<file path="src/hw/mma_defs.svh">
// constant definitions shared by the memory attribute and atomicity policy block
// Overview of operation
// [RULE_01] No exclusive load or store support; no exclusive monitor exists.
// [RULE_02] Each access carries exactly one type: Normal, Device or Strongly-ordered.
// [RULE_03] Strongly-ordered accesses stay in program order and are always shareable.
// [RULE_04] Device has shareability only; Normal adds non-, write-through or write-back caching.
// [RULE_05] Normal cacheability is handled independently of shareability.
// [RULE_06] Bytes, aligned halfwords and aligned words are single-copy atomic.
// [RULE_07] Multi-word transfers go out as aligned 32-bit transfers, each atomic.
// [RULE_08] Non-atomic accesses are split into atomic pieces, bytes at the coarsest.
// [RULE_09] Instruction fetches are atomic in 16-bit units.
// [RULE_10] Line fills and evictions never change atomicity of data or fetches.
// [RULE_11] Atomic writes to Device or Strongly-ordered memory are multi-copy atomic.
// [RULE_12] Writes to one location serialize; Normal writes repeat only until overwritten.
// [RULE_13] Normal writes need not be multi-copy atomic and may be merged.
// [RULE_14] Normal accesses may repeat reads, prefetch, merge and go unaligned.
// [RULE_15] An interrupted multi-transfer may be abandoned and later restarted whole.
// [RULE_16] Non-shareable Normal caches need not be transparent; software keeps coherency.
// [RULE_17] Shareable Normal caches must be transparent to data accesses.
// [RULE_18] Shareable regions may simply never be cached.
// [RULE_19] Requests carry type, shareability, cacheability, size, address; issue whole or split.
// [RULE_20] Merge, repeat and prefetch only for Normal; never for Device or Strongly-ordered.
`ifndef MMA_DEFS_SVH
`define MMA_DEFS_SVH

// ----------------------------------------------------------------------
// widths
// ----------------------------------------------------------------------
`define MMA_ADDR_W      32
`define MMA_DATA_W      32
`define MMA_OFFS_W      3

// ----------------------------------------------------------------------
// encodings
// ----------------------------------------------------------------------
`define MMA_MT_NORMAL   2'h0
`define MMA_MT_DEVICE   2'h1
`define MMA_MT_STRONG   2'h2
`define MMA_CA_NONE     2'h0
`define MMA_CA_WTHRU    2'h1
`define MMA_CA_WBACK    2'h2
`define MMA_SZ_BYTE     2'h0
`define MMA_SZ_HALF     2'h1
`define MMA_SZ_WORD     2'h2
`define MMA_ST_IDLE     3'h1
`define MMA_ST_ISSUE    3'h2
`define MMA_ST_WAIT     3'h4

// ----------------------------------------------------------------------
// lane arithmetic
// ----------------------------------------------------------------------
`define MMA_ONE_BYTE    3'h1
`define MMA_LANE0       2'h0
`define MMA_OFFS_ZERO   3'h0
`define MMA_BIT_PAD     3'h0
`define MMA_MASK_BYTE   32'h000000ff
`define MMA_MASK_HALF   32'h0000ffff
`define MMA_MASK_WORD   32'hffffffff

`endif

</file>
<file path="src/hw/mma_pkg.sv">
// types and decode helpers of the memory attribute and atomicity policy block
`include "mma_defs.svh"

package mma_pkg;

  // --------------------------------------------------------------------
  // attribute and state enumerations
  // --------------------------------------------------------------------
  typedef enum logic [1:0] {
    MEM_NORMAL = `MMA_MT_NORMAL,
    MEM_DEVICE = `MMA_MT_DEVICE,
    MEM_STRONG = `MMA_MT_STRONG
  } mma_memtype_t;

  typedef enum logic [1:0] {
    CACHE_NONE  = `MMA_CA_NONE,
    CACHE_WTHRU = `MMA_CA_WTHRU,
    CACHE_WBACK = `MMA_CA_WBACK
  } mma_cache_t;

  typedef enum logic [2:0] {
    ST_IDLE  = `MMA_ST_IDLE,
    ST_ISSUE = `MMA_ST_ISSUE,
    ST_WAIT  = `MMA_ST_WAIT
  } mma_state_t;

  // --------------------------------------------------------------------
  // request from the core and transfer to the system bus
  // --------------------------------------------------------------------
  typedef struct packed {
    logic [`MMA_ADDR_W-1:0] addr;
    logic [1:0]             size;
    logic                   write;
    logic [`MMA_DATA_W-1:0] wdata;
    logic                   fetch;
    logic                   multi;
    mma_memtype_t           memType;
    logic                   shareable;
    mma_cache_t             cache;
  } mma_req_t;

  typedef struct packed {
    logic [`MMA_ADDR_W-1:0] addr;
    logic [1:0]             size;
    logic                   write;
    logic [`MMA_DATA_W-1:0] wdata;
    logic                   fetch;
    mma_memtype_t           memType;
    logic                   shareable;
    logic                   strictOrder;
    logic                   cacheAlloc;
    logic                   posted;
    logic                   mergeOk;
    logic                   prefetchOk;
    logic                   repeatOk;
  } mma_xfer_t;

  // --------------------------------------------------------------------
  // decode helpers
  // --------------------------------------------------------------------
  function automatic logic [2:0] size_bytes(input logic [1:0] size);
    return `MMA_ONE_BYTE << size;
  endfunction : size_bytes

  // natural alignment is what makes a piece single-copy atomic
  function automatic logic is_aligned(input logic [1:0] lane, input logic [1:0] size);
    logic ok;
    case (size)
      `MMA_SZ_BYTE: ok = 1'b1;
      `MMA_SZ_HALF: ok = ~lane[0];
      default:      ok = (lane == `MMA_LANE0);
    endcase
    return ok;
  endfunction : is_aligned

  function automatic logic [`MMA_DATA_W-1:0] byte_mask(input logic [1:0] size);
    logic [`MMA_DATA_W-1:0] m;
    case (size)
      `MMA_SZ_BYTE: m = `MMA_MASK_BYTE;
      `MMA_SZ_HALF: m = `MMA_MASK_HALF;
      default:      m = `MMA_MASK_WORD;
    endcase
    return m;
  endfunction : byte_mask

endpackage : mma_pkg

</file>
<file path="src/hw/mma_piece_calc.sv">
// piece splitter: size and address of the next single-copy-atomic piece
`timescale 1ns/1ps
`include "mma_defs.svh"

module mma_piece_calc (
  input  wire logic [`MMA_ADDR_W-1:0] baseAddr,
  input  wire logic [1:0]             size,
  input  wire logic                   fetch,
  input  wire logic [`MMA_OFFS_W-1:0] offset,
  output logic      [`MMA_ADDR_W-1:0] pieceAddr,
  output logic      [1:0]             pieceSize,
  output logic                        lastPiece
);

  // ----------------------------------------------------------------------
  // piece selection
  // ----------------------------------------------------------------------
  logic wholeAtomic;
  logic [3:0] reach;

  // whole access only when naturally aligned; a word fetch still goes out as halfwords
  always_comb begin
    wholeAtomic = mma_pkg::is_aligned(baseAddr[1:0], size)
                  && !(fetch && size == `MMA_SZ_WORD);              // [RULE_06] [RULE_09]
    if (wholeAtomic) begin
      pieceSize = size;                                             // [RULE_19]
    end else if (fetch) begin
      pieceSize = `MMA_SZ_HALF;                                     // [RULE_09]
    end else begin
      pieceSize = `MMA_SZ_BYTE;                                     // [RULE_08]
    end
    pieceAddr = baseAddr + `MMA_ADDR_W'(offset);
    reach     = 4'(offset) + 4'(mma_pkg::size_bytes(pieceSize));
    lastPiece = (reach >= 4'(mma_pkg::size_bytes(size)));
  end

endmodule : mma_piece_calc

</file>
<file path="src/hw/mma_policy.sv">
// memory attribute and atomicity policy between core load-store/fetch and system bus
`timescale 1ns/1ps
`include "mma_defs.svh"

module mma_policy (
  input  wire logic                   core_clk,
  input  wire logic                   reset_n,
  input  wire logic                   reqValid,
  output logic                        reqReady,
  input  wire mma_pkg::mma_req_t      req,
  input  wire logic                   abortReq,
  output logic                        rspValid,
  output logic      [`MMA_DATA_W-1:0] rspData,
  output logic                        rspAborted,
  output logic                        busValid,
  input  wire logic                   busReady,
  output mma_pkg::mma_xfer_t          busXfer,
  input  wire logic                   busDone,
  input  wire logic [`MMA_DATA_W-1:0] busRdata,
  input  wire logic                   snoopValid,
  input  wire logic [`MMA_ADDR_W-1:0] snoopAddr
);

  // ----------------------------------------------------------------------
  // helpers
  // ----------------------------------------------------------------------
  // there is no exclusive monitor: requests have no exclusive flavour at all  [RULE_01]
  function automatic mma_pkg::mma_req_t normalize(input mma_pkg::mma_req_t r);
    mma_pkg::mma_req_t n;
    n = r;
    case (r.memType)
      mma_pkg::MEM_NORMAL: n.cache = r.cache;                         // [RULE_04] [RULE_05]
      mma_pkg::MEM_DEVICE: n.cache = mma_pkg::CACHE_NONE;             // [RULE_04]
      default: begin
        n.memType   = mma_pkg::MEM_STRONG;                            // [RULE_02]
        n.shareable = 1'b1;                                           // [RULE_03]
        n.cache     = mma_pkg::CACHE_NONE;
      end
    endcase
    if (r.multi) begin
      n.size      = `MMA_SZ_WORD;                                     // [RULE_07]
      n.addr[1:0] = `MMA_LANE0;
    end
    return n;
  endfunction : normalize

  // attribute policy of one piece; shared data is never allocated, which keeps caches
  // transparent without a coherency scheme
  function automatic mma_pkg::mma_xfer_t build_xfer(input mma_pkg::mma_req_t c,
                                                     input logic [`MMA_ADDR_W-1:0] pAddr,
                                                     input logic [1:0] pSize,
                                                     input logic [`MMA_OFFS_W-1:0] offs);
    mma_pkg::mma_xfer_t x;
    logic normal;
    normal        = (c.memType == mma_pkg::MEM_NORMAL);
    x.addr        = pAddr;
    x.size        = pSize;
    x.write       = c.write;
    x.wdata       = (c.wdata >> {offs, `MMA_BIT_PAD}) << {pAddr[1:0], `MMA_BIT_PAD};
    x.fetch       = c.fetch;
    x.memType     = c.memType;
    x.shareable   = c.shareable;
    x.strictOrder = (c.memType == mma_pkg::MEM_STRONG);               // [RULE_03]
    x.cacheAlloc  = normal && (c.cache != mma_pkg::CACHE_NONE)
                    && !c.shareable;                                  // [RULE_16] [RULE_17] [RULE_18]
    x.posted      = normal && c.write && !c.fetch;                    // [RULE_11] [RULE_13]
    x.mergeOk     = normal;                                           // [RULE_13] [RULE_20]
    x.prefetchOk  = normal && !c.write;                               // [RULE_14] [RULE_20]
    x.repeatOk    = normal;                                           // [RULE_14] [RULE_20]
    return x;
  endfunction : build_xfer

  // ----------------------------------------------------------------------
  // state
  // ----------------------------------------------------------------------
  mma_pkg::mma_state_t        state;
  mma_pkg::mma_state_t        next_state;
  mma_pkg::mma_req_t          cur;
  mma_pkg::mma_req_t          next_cur;
  logic [`MMA_OFFS_W-1:0]     offset;
  logic [`MMA_OFFS_W-1:0]     next_offset;
  logic                       curLast;
  logic                       next_curLast;
  logic                       abortPend;
  logic                       next_abortPend;
  logic                       rspSent;
  logic                       next_rspSent;
  logic                       next_reqReady;
  logic                       next_rspValid;
  logic [`MMA_DATA_W-1:0]     next_rspData;
  logic                       next_rspAborted;
  logic                       next_busValid;
  mma_pkg::mma_xfer_t         next_busXfer;
  logic                       issueNew;
  logic                       advance;
  logic                       stopNow;
  logic [`MMA_ADDR_W-1:0]     calcAddr;
  logic [1:0]                 calcSize;
  logic                       calcLast;

  // ----------------------------------------------------------------------
  // request capture and piece offset
  // ----------------------------------------------------------------------
  // kept apart from the main next-state logic so the splitter sees no feedback path
  always_comb begin
    stopNow  = abortPend || abortReq;
    issueNew = (state == mma_pkg::ST_IDLE) && reqValid && reqReady;
    advance  = (state == mma_pkg::ST_WAIT) && busDone && !curLast && !stopNow;
    next_cur = issueNew ? normalize(req) : cur;                       // [RULE_19]
    if (issueNew) begin
      next_offset = `MMA_OFFS_ZERO;
    end else if (advance) begin
      next_offset = `MMA_OFFS_W'(offset + mma_pkg::size_bytes(busXfer.size)); // [RULE_08]
    end else begin
      next_offset = offset;
    end
  end

  mma_piece_calc u_piece (
    .baseAddr  (next_cur.addr),
    .size      (next_cur.size),
    .fetch     (next_cur.fetch),
    .offset    (next_offset),
    .pieceAddr (calcAddr),
    .pieceSize (calcSize),
    .lastPiece (calcLast)
  );

  // ----------------------------------------------------------------------
  // sequencer
  // ----------------------------------------------------------------------
  // one piece outstanding at a time: every access completes before the next leaves,
  // which gives program order for all types at the cost of bus throughput
  always_comb begin
    next_state      = state;
    next_curLast    = curLast;
    next_abortPend  = abortPend || (abortReq && state != mma_pkg::ST_IDLE); // [RULE_15]
    next_rspSent    = rspSent;
    next_reqReady   = reqReady;
    next_rspValid   = 1'b0;
    next_rspData    = rspData;
    next_rspAborted = rspAborted;
    next_busValid   = busValid;
    next_busXfer    = busXfer;
    case (state)
      mma_pkg::ST_IDLE: begin
        if (issueNew) begin
          next_busXfer   = build_xfer(next_cur, calcAddr, calcSize, next_offset);
          next_busValid  = 1'b1;
          next_curLast   = calcLast;
          next_reqReady  = 1'b0;
          next_rspData   = '0;
          next_rspSent   = 1'b0;
          next_abortPend = 1'b0;
          next_state     = mma_pkg::ST_ISSUE;
        end
      end
      mma_pkg::ST_ISSUE: begin
        if (busReady) begin
          next_busValid = 1'b0;
          next_state    = mma_pkg::ST_WAIT;
          // normal writes are acknowledged on acceptance; others wait for completion
          if (curLast && busXfer.posted) begin                        // [RULE_13]
            next_rspValid   = 1'b1;
            next_rspAborted = 1'b0;
            next_rspSent    = 1'b1;
          end
        end else if (abortPend) begin
          next_busValid   = 1'b0;                                     // [RULE_15]
          next_rspValid   = 1'b1;
          next_rspAborted = 1'b1;
          next_reqReady   = 1'b1;
          next_state      = mma_pkg::ST_IDLE;
        end
      end
      mma_pkg::ST_WAIT: begin
        if (busDone) begin
          if (!busXfer.write) begin
            next_rspData = rspData | (((busRdata >> {busXfer.addr[1:0], `MMA_BIT_PAD})
                           & mma_pkg::byte_mask(busXfer.size)) << {offset, `MMA_BIT_PAD});
          end
          if (curLast) begin
            next_rspValid   = !rspSent;                               // [RULE_11]
            next_rspAborted = rspSent ? rspAborted : 1'b0;
            next_reqReady   = 1'b1;
            next_state      = mma_pkg::ST_IDLE;
          end else if (stopNow) begin
            // remaining pieces are dropped; the core restarts the whole instruction
            next_rspValid   = 1'b1;                                   // [RULE_15]
            next_rspAborted = 1'b1;
            next_reqReady   = 1'b1;
            next_state      = mma_pkg::ST_IDLE;
          end else begin
            next_busXfer  = build_xfer(next_cur, calcAddr, calcSize, next_offset); // [RULE_07]
            next_busValid = 1'b1;
            next_curLast  = calcLast;
            next_state    = mma_pkg::ST_ISSUE;
          end
        end
      end
      default: begin
        next_busValid = 1'b0;
        next_reqReady = 1'b1;
        next_state    = mma_pkg::ST_IDLE;
      end
    endcase
    // a foreign write to the same address ends the freedom to repeat; the clear beats build
    if (snoopValid && snoopAddr == next_busXfer.addr) begin
      next_busXfer.repeatOk = 1'b0;                                   // [RULE_12]
    end
  end

  // register stage; cache fills never touch these pieces, so atomicity is unaffected
  always_ff @(posedge core_clk or negedge reset_n) begin               // [RULE_10]
    if (!reset_n) begin
      state      <= mma_pkg::ST_IDLE;
      cur        <= '0;
      offset     <= `MMA_OFFS_ZERO;
      curLast    <= 1'b0;
      abortPend  <= 1'b0;
      rspSent    <= 1'b0;
      reqReady   <= 1'b1;
      rspValid   <= 1'b0;
      rspData    <= '0;
      rspAborted <= 1'b0;
      busValid   <= 1'b0;
      busXfer    <= '0;
    end else begin
      state      <= next_state;
      cur        <= next_cur;
      offset     <= next_offset;
      curLast    <= next_curLast;
      abortPend  <= next_abortPend;
      rspSent    <= next_rspSent;
      reqReady   <= next_reqReady;
      rspValid   <= next_rspValid;
      rspData    <= next_rspData;
      rspAborted <= next_rspAborted;
      busValid   <= next_busValid;
      busXfer    <= next_busXfer;
    end
  end
endmodule : mma_policy

</file>
<file path="config.mk">
export PLATFORM = sky130hd
export DESIGN_NAME = mma_policy
export DESIGN_NICKNAME = d
export VERILOG_FILES = /design/src/hw/mma_pkg.sv /design/src/hw/mma_piece_calc.sv /design/src/hw/mma_policy.sv
export VERILOG_INCLUDE_DIRS = /design/src /design/src/hw
export SDC_FILE = /design/constraint.sdc
export NUM_CORES = 1
export LEC_CHECK = 0
export ABC_AREA = 1
export ABC_CLOCK_PERIOD_IN_PS = 12000
export CAP_MARGIN = 20
export CORE_ASPECT_RATIO = 2
export CORE_UTILIZATION = 30
export CTS_BUF_LIST = sky130_fd_sc_hd__clkbuf_4 sky130_fd_sc_hd__clkbuf_8
export CTS_CLUSTER_SIZE = 12
export DETAILED_ROUTE_END_ITERATION = 12
export DONT_BUFFER_PORTS = 1
export SYNTH_ARGS = -nofsm -noshare
export SYNTH_HDL_FRONTEND = slang
export SYNTH_SLANG_ARGS = --single-unit
</file>
<file path="constraint.sdc">
create_clock -name core_clk -period 12 [get_ports core_clk]
set_input_delay 1.2 -clock core_clk [delete_from_list [all_inputs] [get_ports core_clk]]
set_output_delay 1.2 -clock core_clk [all_outputs]
set_load 0.05 [all_outputs]
</file>
Word level (Yosys, flattened, before mapping) --
Cells that the tools add are included.
Word-level totals: RAM bits 0, ROM bits 0, input port bits 145, bits in registers 196, word-level logic and storage cells 184, memories 0, latch bits 0
Operators by class: div/mod/pow operators 0, magnitude comparators 1, multiplexer cells 67, eq/ne operators 27, multipliers 0, shifts and indexed selects 7, bitwise logic cells 3, add/sub/neg operators 3, reduce and logical (&&, ||, !) cells 44
Operator list (count):
- $mux W77 | 4
- $mux W32 | 6
- $pmux W77 S2 | 1
- $pmux W32 S2 | 2
- $mux W74 | 1
- $mux W1 | 33
- $add A32 B3 Y32 | 1
- $and A32 B32 Y32 | 1
- $eq A32 B32 Y1 | 1
- $or A32 B32 Y32 | 1
- $shl A32 B5 Y32 | 1
- $shl A32 B6 Y32 | 1
- $shr A32 B5 Y32 | 1
- $shr A32 B6 Y32 | 1
- $mux W3 | 7
- $reduce_and A5 Y1 | 4
- $ne A2 B2 Y1 const B | 9
- $logic_and A1 B1 Y1 | 15
- $ne A3 B2 Y1 const B | 4
- $ne A3 B3 Y1 const B | 4
- $logic_not A2 Y1 | 5
- $pmux W1 S2 | 5
- $pmux W3 S3 | 1
- $shl A1 B2 Y3 const A | 3
- other kinds (21) | 40

Longest topological paths before layout --
Gate-level depths: netlist of the first run.
word-level depth 17, depth in mapped cells 35

Modules after synthesis --
From an unflattened synthesis of the first run, not the netlist that was laid out.
Second synthesis, totals: cell total of the unflattened synthesis 1630, area, all modules 11698.7 sq um
Modules (own cells, without submodules):
- mma_policy | cells each 1384, times used 1, area an instance 10445.0 sq um
- mma_piece_calc | cells each 246, times used 1, area an instance 1253.7 sq um

Worst setup path before layout of the first run --
OpenSTA, ideal clock, no wires.
kind input -> register, start point input port abortReq, end point register busXfer[0] (netlist name), stages on the path 31, path buffers 2, path slack 7.039 ns, library setup time 0.113 ns, data arrival time 4.849 ns, cell sequence nor2_2 > nand2_1 > nor2_2 > nand2_2 > nand2_1 > nand3_2 > inv_2 > clkbuf_1 > ha_1 > inv_1 > fa_1 > clkbuf_1 > clkinv_1 > nand2_1 > o21ai_0 > nand2_1 > nand2_1 > nor2_1 > nand2_1 > nor2_1 > nand2_1 > inv_1 > nand2_1 > nor2_1 > nand2_1 > nor2_1 > nand3_1 > nor2_1 > nand3_1 > nand2_1 > inv_1
RTL lines:
- start: declaration | RTL line mma_policy.sv:11 | input wire logic abortReq,
- end signal: assignment | RTL line mma_policy.sv:240 | busXfer <= next_busXfer;
- end: declaration | RTL line mma_policy.sv:17 | output mma_pkg::mma_xfer_t busXfer,

==> results of run 1 <==
-- state kept, by name (all words and copies together), names as in the netlist --
name and flops:
rspData 32, cur 73, state 3, curLast 1, abortPend 1, offset 3, reqReady 1, busValid 1
rspSent 1, busXfer 77, rspValid 1, rspAborted 1
-- cells in the mapped netlist (4+ instances only) --
cell type  count  share of area, %
a22oi_1        6              0.37
o21ai_1       26               1.1
nand2_1      568                18
o221ai_1      13              0.94
or2_2         13              0.67
nor2_1       108               3.3
clkbuf_1      39               1.2
clkinv_1       5              0.15
nand2_4        5              0.46
o21bai_1       4              0.25
inv_2         14              0.43
nand3b_1       6              0.37
o21ai_0      123               5.1
nand4_1       11              0.57
inv_1        190               5.9
nor2_2        14              0.72
buf_1          4              0.12
buf_2         18              0.74
o22ai_1       12              0.62
a31oi_1       13              0.67
nor2_4        11               1.0
buf_6          9              0.83
a22o_1         7              0.50
dfrtp_1      193                40
a21oi_1       84               3.5
nor4_1        10              0.51
nand2_2       35               1.8
o211ai_1      19               1.2
ha_1          10               1.0
nand3_2       11              0.90
a211oi_1      11              0.68
nand3_1      105               4.3
-- metal layers --
layer / share of wire (%) / global-route usage [%]
met4: 5.8 / 13.9
met2: 54 / 41.2
met1: 34 / 21.8
met3: 5.8 / 4.20
met5: 0.029 / 0
-- kinds of logic after synthesis --
logic type	after synthesis
buffers and inverters	282
adder cells (fa/ha/maj)	13
flip-flops	195
multiplexers	1
XOR/XNOR	4
AND/OR/NAND/NOR	910
AO/OA/AOI/OAI	326
-- critical path: stages, from the launching register on --
cell	delay, ps
dfrtp_1	870
clkinv_1	720
nand2_1	260
nand3_2	520
inv_2	600
ha_1	250
inv_1	60
fa_1	760
clkinv_1	520
nand2_1	380
o21ai_0	170
nand2_1	90
nand2_1	60
nor2_1	100
nand2_1	50
nor2_1	100
nand2_1	60
inv_1	40
nand2_1	50
nor2_1	110
nand2_1	70
nor2_1	190
nand3_1	100
nor2_1	100
nand3_1	70
nand2_1	60
inv_1	30
-- power by group through the flow --
stage                     logic (mW)  clock network, mW  registers [mW]
after CTS                       1.89              0.508            1.74
after global routing            2.13              0.525            1.77
after global placement          1.84                  0            1.75
final                           1.88              0.487            1.73
after floorplan                 1.42                  0            1.66
after detailed placement        1.88                  0            1.75
-- worst paths after layout --
kind | startpoint | endpoint | slack [ps] | cells after the start
worst max register to register | offset[0] | busXfer[0] | 5510 | 26
max in group asynchronous | reset_n | busXfer[72] | 11010 | 0
worst min register to register | cur[44] | cur[44] | 500 | 2
worst min-delay path | reset_n | busXfer[61] | 360 | 0
min in group core_clk | cur[44] | cur[44] | 500 | 2
worst max-delay path | offset[0] | busXfer[0] | 5510 | 26
-- metrics by stage --
step	setup slack [ps]	util [%]	total power, mW
floorplan	7040	-	3.08
detailed placement	4980	31.2	3.63
finish	5510	32.4	4.10
global route	4800	32.3	4.43
global placement	5080	31.2	3.59
CTS	5490	32.3	4.14
-- area by class of cell --
cell class                 instances  area, sq um  share of cell area (%)
multi-input combinational       1254         6130                    47.3
sequential                       195         4880                    37.6
inverter                         209          785                    6.05
tap                              530          663                    5.11
clock buffer                      17          234                    1.80
clock inverter                    15          220                    1.70
timing repair buffer               6         45.0                   0.347
antenna                            3         7.51                  0.0579
==> qor.csv, run 1 <==
stage;metric;value;unit
status;status;completed;
cells_and_area;most frequent cells in the layout;nand2_1 (568), dfrtp_1 (193), inv_1 (190), o21ai_0 (123), nor2_1 (108);
pwr;Psw;2.44;mW
route;Post-DRT Antenna Nets;0;
clocking;Num CTS Buffers;17;
critical_path;kind of critical path;register to register;
clocking;Post-CTS Hold Buffers;0;
floorplan;core area;40100;sq um
route;drt first pass iters;5;
route;Initial DRC Count;706;
clocking;Post-CTS Resized;0;
logic_synthesis;Net Count, Synth;1889;
pwr;P_int;1.66;mW
clocking;post-CTS setup buffers;0;
logic_synthesis;Post-Synth Simple-Gate Area;33.0;%
sta;Slew headroom;28.2;%
critical_path;critical path peak fanout;33;
logic_synthesis;number of flops mapped to enable cells by yosys;0;
critical_path;Worst Path Arrival;6920;ps
cells_and_area;cell area after layout;13000;sq um
pwr;Clk network pwr share;11.9;%
pwr;Sw Ratio;59.6;%
floorplan;I/O pins;258;
critical_path;Worst Setup Start Kind;register;
cells_and_area;most common cell after layout, fill and taps aside;nand2_1;
pwr;leakage;6.35;nW
floorplan;Die Y;287;um
route;via count;11328;
clocking;CTS clk-pin slew, worst paths;130;ps
global_route;vias in the first global route;11299;
sta;period utilization;54.1;%
cells_and_area;synthesis-to-layout area growth;6.53;%
floorplan;row cnt;104;
logic_synthesis;Synth Area in Compound Gates;15.4;%
clocking;CTS Root Cell;clkbuf_8;
cells_and_area;Fillers;4391;
pwr;VDD IR max;0.131;mV
sta;Worst-Margin Slew;1080;ps
sta;unrepaired setup endpoints after global routing;no;
global_route;first-pass GRT wire length;67600;um
logic_synthesis;post-synthesis sequential area ratio;40.1;%
logic_synthesis;mux contribution to synthesized area;0.0822;%
route;DRC;0;
sta;Setup Skew;27.7;ps
logic_synthesis;#FFs+latches synth;195;
clocking;CTS tree;done;
pwr;PD cells;316;nW/um^2
logic_synthesis;post-synthesis xor/xnor area fraction;0.288;%
cells_and_area;fraction of layout cells with a size suffix above 1;8.84;%
job;number of max-cap violations;0;
place;HPWL Detailed;34600;um
critical_path;crit end category;register;
route;vias per inst;5.08;
sta;Setup violations, final;0;
global_route;gr ovfl total;0;
worst_hold_path;Hold Crit Class;primary input to asynchronous set/reset pin;
logic_synthesis;Synth Flop Type;dfrtp_1;
clocking;Clock Latency Late Sink;530;ps
logic_synthesis;synth warn;0;
pwr;Comb pwr share;45.9;%
place;IO buf count;0;
global_route;All-Layer GR Usage;22.1;%
logic_synthesis;Post-Syn Instances;1731;
route;DRT Wirelength;44700;um
floorplan;die width;144;um
clocking;CTS H-tree lvls;4;
global_route;largest net degree at the start of global routing;196;
logic_synthesis;cell area after synthesis;12200;sq um
clocking;Max clock buf depth;2;
logic_synthesis;syn avg cell area;7.03;sq um
logic_synthesis;post-synthesis adder-cell area fraction;1.52;%
floorplan;Initial Utilization;30.4;%
logic_synthesis;Netlist cell types;53;
cells_and_area;final std cells w/o fill;2229;
route;average wire per standard cell;20.0;um
pwr;Reg power frac;42.2;%
sta;min cycle time layout;6490;ps
global_route;initial antenna violation count;4;
place;Placed Cells;2194;
critical_path;WP data required;12430;ps
logic_synthesis;largest family of logic cells by synthesized area;simple AND/OR/NAND/NOR gates;
clocking;Sink Count;195;
sta;Peak Freq;154;MHz
place;Placed Area;12500;sq um
sta;Hold Slack;357;ps
floorplan;Die Area;41400;sq um
sta;Hold Vio Cnt, Final;0;
logic_synthesis;Async SR Flop Fraction;100;%
cells_and_area;Final #Nets;1841;
sta;Pins Over Slew Limit;0;
place;routability cong.;0.941;
sta;Setup TNS;0;ps
(Power assumes the default switching activity.)
==> inputs of run 2 (changes only) <==
--- a/config.mk
+++ b/config.mk
@@ -6,8 +6,8 @@
 export SDC_FILE = /design/constraint.sdc
 export NUM_CORES = 1
 export LEC_CHECK = 0
-export ABC_AREA = 1
-export ABC_CLOCK_PERIOD_IN_PS = 12000
+export ABC_AREA = 0
+export ABC_CLOCK_PERIOD_IN_PS = 6300
 export CAP_MARGIN = 20
 export CORE_ASPECT_RATIO = 2
 export CORE_UTILIZATION = 30
==> constraint.sdc (replaced) <==
create_clock -name core_clk -period 6.3 [get_ports core_clk]
set_input_delay 0.63 -clock core_clk [delete_from_list [all_inputs] [get_ports core_clk]]
set_output_delay 0.63 -clock core_clk [all_outputs]
set_load 0.05 [all_outputs]
==> run 2 against run 1 <==
Against the previous run: synthesized area rose by 0.84%; cell area rose by 3.1%; wire length rose by 11%; register-to-register slack got worse by 4500 ps; sequential share of layout area fell by 1.1 points; fmax rose by 23%; worst hold slack got worse by 260 ps; final cell count fell by 14%; critical endpoint unchanged.
==> qor.csv, run 2 <==
stage;metric;value;unit
status;status;completed;
cells_and_area;most common cell after layout, fill and taps aside;dfrtp_1;
logic_synthesis;cell area after synthesis;12300;sq um
critical_path;WP data required;6720;ps
logic_synthesis;synth top area cells;dfrtp_1 (39%), mux2_2 (5.2%), mux2i_1 (5.1%), nand2_1 (4.8%), o21ai_0 (4.4%);
global_route;first-pass GRT wire length;72000;um
sta;Setup violations, final;0;
route;DRC;0;
logic_synthesis;Post-Syn Instances;1394;
critical_path;R2R setup slack;1020;ps
critical_path;cell mode on critical path;xnor2_1;
logic_synthesis;Async SR Flop Fraction;100;%
cells_and_area;fraction of layout cells with a size suffix above 1;10.8;%
route;drt first pass iters;7;
critical_path;crit path max-delay cell type;a2111oi_0;
cells_and_area;cell area after layout;13400;sq um
logic_synthesis;Synth top cells by count;dfrtp_1 (193), nand2_1 (156), nor2_1 (131), o21ai_0 (109), a21oi_1 (81);
route;Post-DRT Antenna Nets;0;
logic_synthesis;number of flops mapped to enable cells by yosys;0;
place;routability cong.;0.926;
critical_path;Worst Path Arrival;5700;ps
critical_path;kind of critical path;register to register;
critical_path;r2r endpoint;busXfer[0];
logic_synthesis;Netlist cell types;86;
logic_synthesis;#FFs+latches synth;195;
place;HPWL Detailed;37800;um
sta;final worst slack;1020;ps
global_route;gr busiest metal;met2;
critical_path;Worst Setup Start Kind;register;
sta;Slew headroom;26.3;%
floorplan;core area;40300;sq um
sta;Setup Skew;33.4;ps
floorplan;Initial Utilization;30.4;%
logic_synthesis;Yosys top cell area share;39.3;%
route;vias per inst;5.72;
cells_and_area;number of flip-flops in the largest register;77;
sta;unrepaired setup endpoints after global routing;no;
clocking;CTS tree;done;
floorplan;I/O pins;258;
global_route;initial antenna violation count;3;
route;via count;10961;
sta;Hold Vio Cnt, Final;0;
place;IO buf count;0;
sta;period utilization;83.8;%
global_route;M1 GR Usage;22.7;%
global_route;gr ovfl total;0;
place;pre-CTS setup slack;1030;ps
clocking;CTS clk-pin slew, worst paths;140;ps
pwr;PD cells;587;nW/um^2
pwr;VDD IR max;0.189;mV
logic_synthesis;post-synthesis sequential area ratio;39.8;%
sta;min cycle time layout;5280;ps
critical_path;critical path peak fanout;17;
clocking;CTS H-tree lvls;4;
critical_path;worst reg2reg path depth;18;
place;Placed Area;12900;sq um
sta;Setup TNS;0;ps
route;Initial DRC Count;840;
critical_path;CP peak stage delay;710;ps
floorplan;die width;145;um
logic_synthesis;synth warn;0;
floorplan;Die Area;41800;sq um
critical_path;crit end category;register;
clocking;Max clock buf depth;2;
cells_and_area;largest register by flop count;busXfer;
worst_hold_path;Hold Crit Class;primary input to asynchronous set/reset pin;
global_route;largest net degree at the start of global routing;196;
floorplan;row cnt;104;
job;number of max-cap violations;0;
pwr;leakage;5.66;nW
sta;Peak Freq;189;MHz
floorplan;Die Y;288;um
cells_and_area;most frequent cells in the layout;dfrtp_1 (193), nand2_1 (154), nor2_1 (131), o21ai_0 (109), a21oi_1 (81);
clocking;CTS Root Cell;clkbuf_8;
clocking;post-CTS setup buffers;0;
logic_synthesis;largest area contributor in the netlist;dfrtp_1;
cells_and_area;Largest regs;busXfer (77), cur (73), rspData (32);
critical_path;RR Startpoint;busXfer[44];
pwr;total power;7.84;mW
sta;Worst-Margin Slew;1100;ps
clocking;Clock Latency Late Sink;550;ps
cells_and_area;Final #Nets;1529;
global_route;vias in the first global route;10980;
logic_synthesis;count leader, synth;dfrtp_1;
clocking;Sink Count;195;
global_route;M2 GR Usage;43.0;%
logic_synthesis;Net Count, Synth;1552;
clocking;Num CTS Buffers;17;
route;average wire per standard cell;25.8;um
logic_synthesis;syn avg cell area;8.81;sq um
critical_path;crit-path cells;nor2_1 -> ha_1 -> inv_1 -> fa_1 -> xnor2_1 -> o21ai_0 -> a21o_1 -> inv_1 -> ha_1 -> nand2b_1 -> a2111oi_0 -> a22oi_1 -> xnor2_1 -> xnor2_1 -> a221oi_1 -> o2111ai_1 -> nor4_1 -> a31oi_1;
route;DRT Wirelength;49400;um
global_route;All-Layer GR Usage;23.4;%
sta;Pins Over Slew Limit;0;
logic_synthesis;Synth Flop Type;dfrtp_1;
global_route;routing usage on met3;7.56;%
cells_and_area;synthesis-to-layout area growth;8.89;%
==> run 2: cell families after synthesis <==
logic type               Yosys count  synth area share [%]
AO/OA/AOI/OAI                    379                  20.1
AND/OR/NAND/NOR                  474                  18.4
flip-flops                       195                  39.8
buffers and inverters            151                  4.93
multiplexers                     119                  10.3
adder cells (fa/ha/maj)           13                  1.51
XOR/XNOR                          63                  4.95
==> run 2: per-layer routing <==
metal / part of all wire, % / vias up
li1: - / 4983
met1: 34 / 5393
met2: 53 / 451
met3: 7.9 / 132
met4: 5.7 / 2
met5: 0.026 / -
==> run 2: layout make-up <==
type / count / area [sq um]
Timing Repair Buffer: 33 / 265
Multi-Input combinational cell: 1048 / 6830
Clock inverter: 15 / 205
Antenna cell: 2 / 5.00
Tap cell: 530 / 663
Clock buffer: 17 / 234
Sequential cell: 195 / 4880
Fill cell: 4255 / 27000
Inverter: 76 / 285
==> run 2: worst max-delay path: cells and delay by family, from the launching register on <==
kind                     cells  cell delay (ps)
AO/OA/AOI/OAI                7             2200
AND/OR/NAND/NOR              3              700
XOR/XNOR                     3              620
adder cells (fa/ha/maj)      3              960
flip-flops                   1              450
buffers and inverters        2              240
==> run 2: what timing repair did <==
item,4_1_cts,5_1_grt
gates resized for setup,0,0
setup endpoints to repair,0,0
hold buffers,1,0
hold endpoints to repair,195,0
==> run 2: how the worst max path moves through the flow <==
stage                      startpoint         end  slack [ps]  depth (start not counted)
after floorplan           busXfer[44]  busXfer[0]         840                         19
after global placement    busXfer[44]  busXfer[0]        1110                         18
after detailed placement  busXfer[44]  busXfer[0]        1030                         18
after CTS                 busXfer[44]  busXfer[0]        1000                         18
after global routing      busXfer[44]  busXfer[0]         490                         18
final                     busXfer[44]  busXfer[0]        1020                         18
==> run 2: metrics by stage <==
| step | hold slack (ps) | utilization (%) | std cells |
|---|---|---|---|
| 2_1_floorplan | 334 | - | 1394 |
| 3_5_place_dp | 337 | 32.0 | 1881 |
| 4_1_cts | 157 | 33.1 | 1914 |
| 5_1_grt | 175 | 33.1 | 1916 |
| 3_3_place_gp | 338 | 32.0 | 1880 |
| 6_report | 100 | 33.1 | 1916 |
==> run 2: power breakdown <==
part	internal, mW	switching [mW]
combinational	1.23	2.24
sequential	1.80	1.65
clock	0.344	0.576
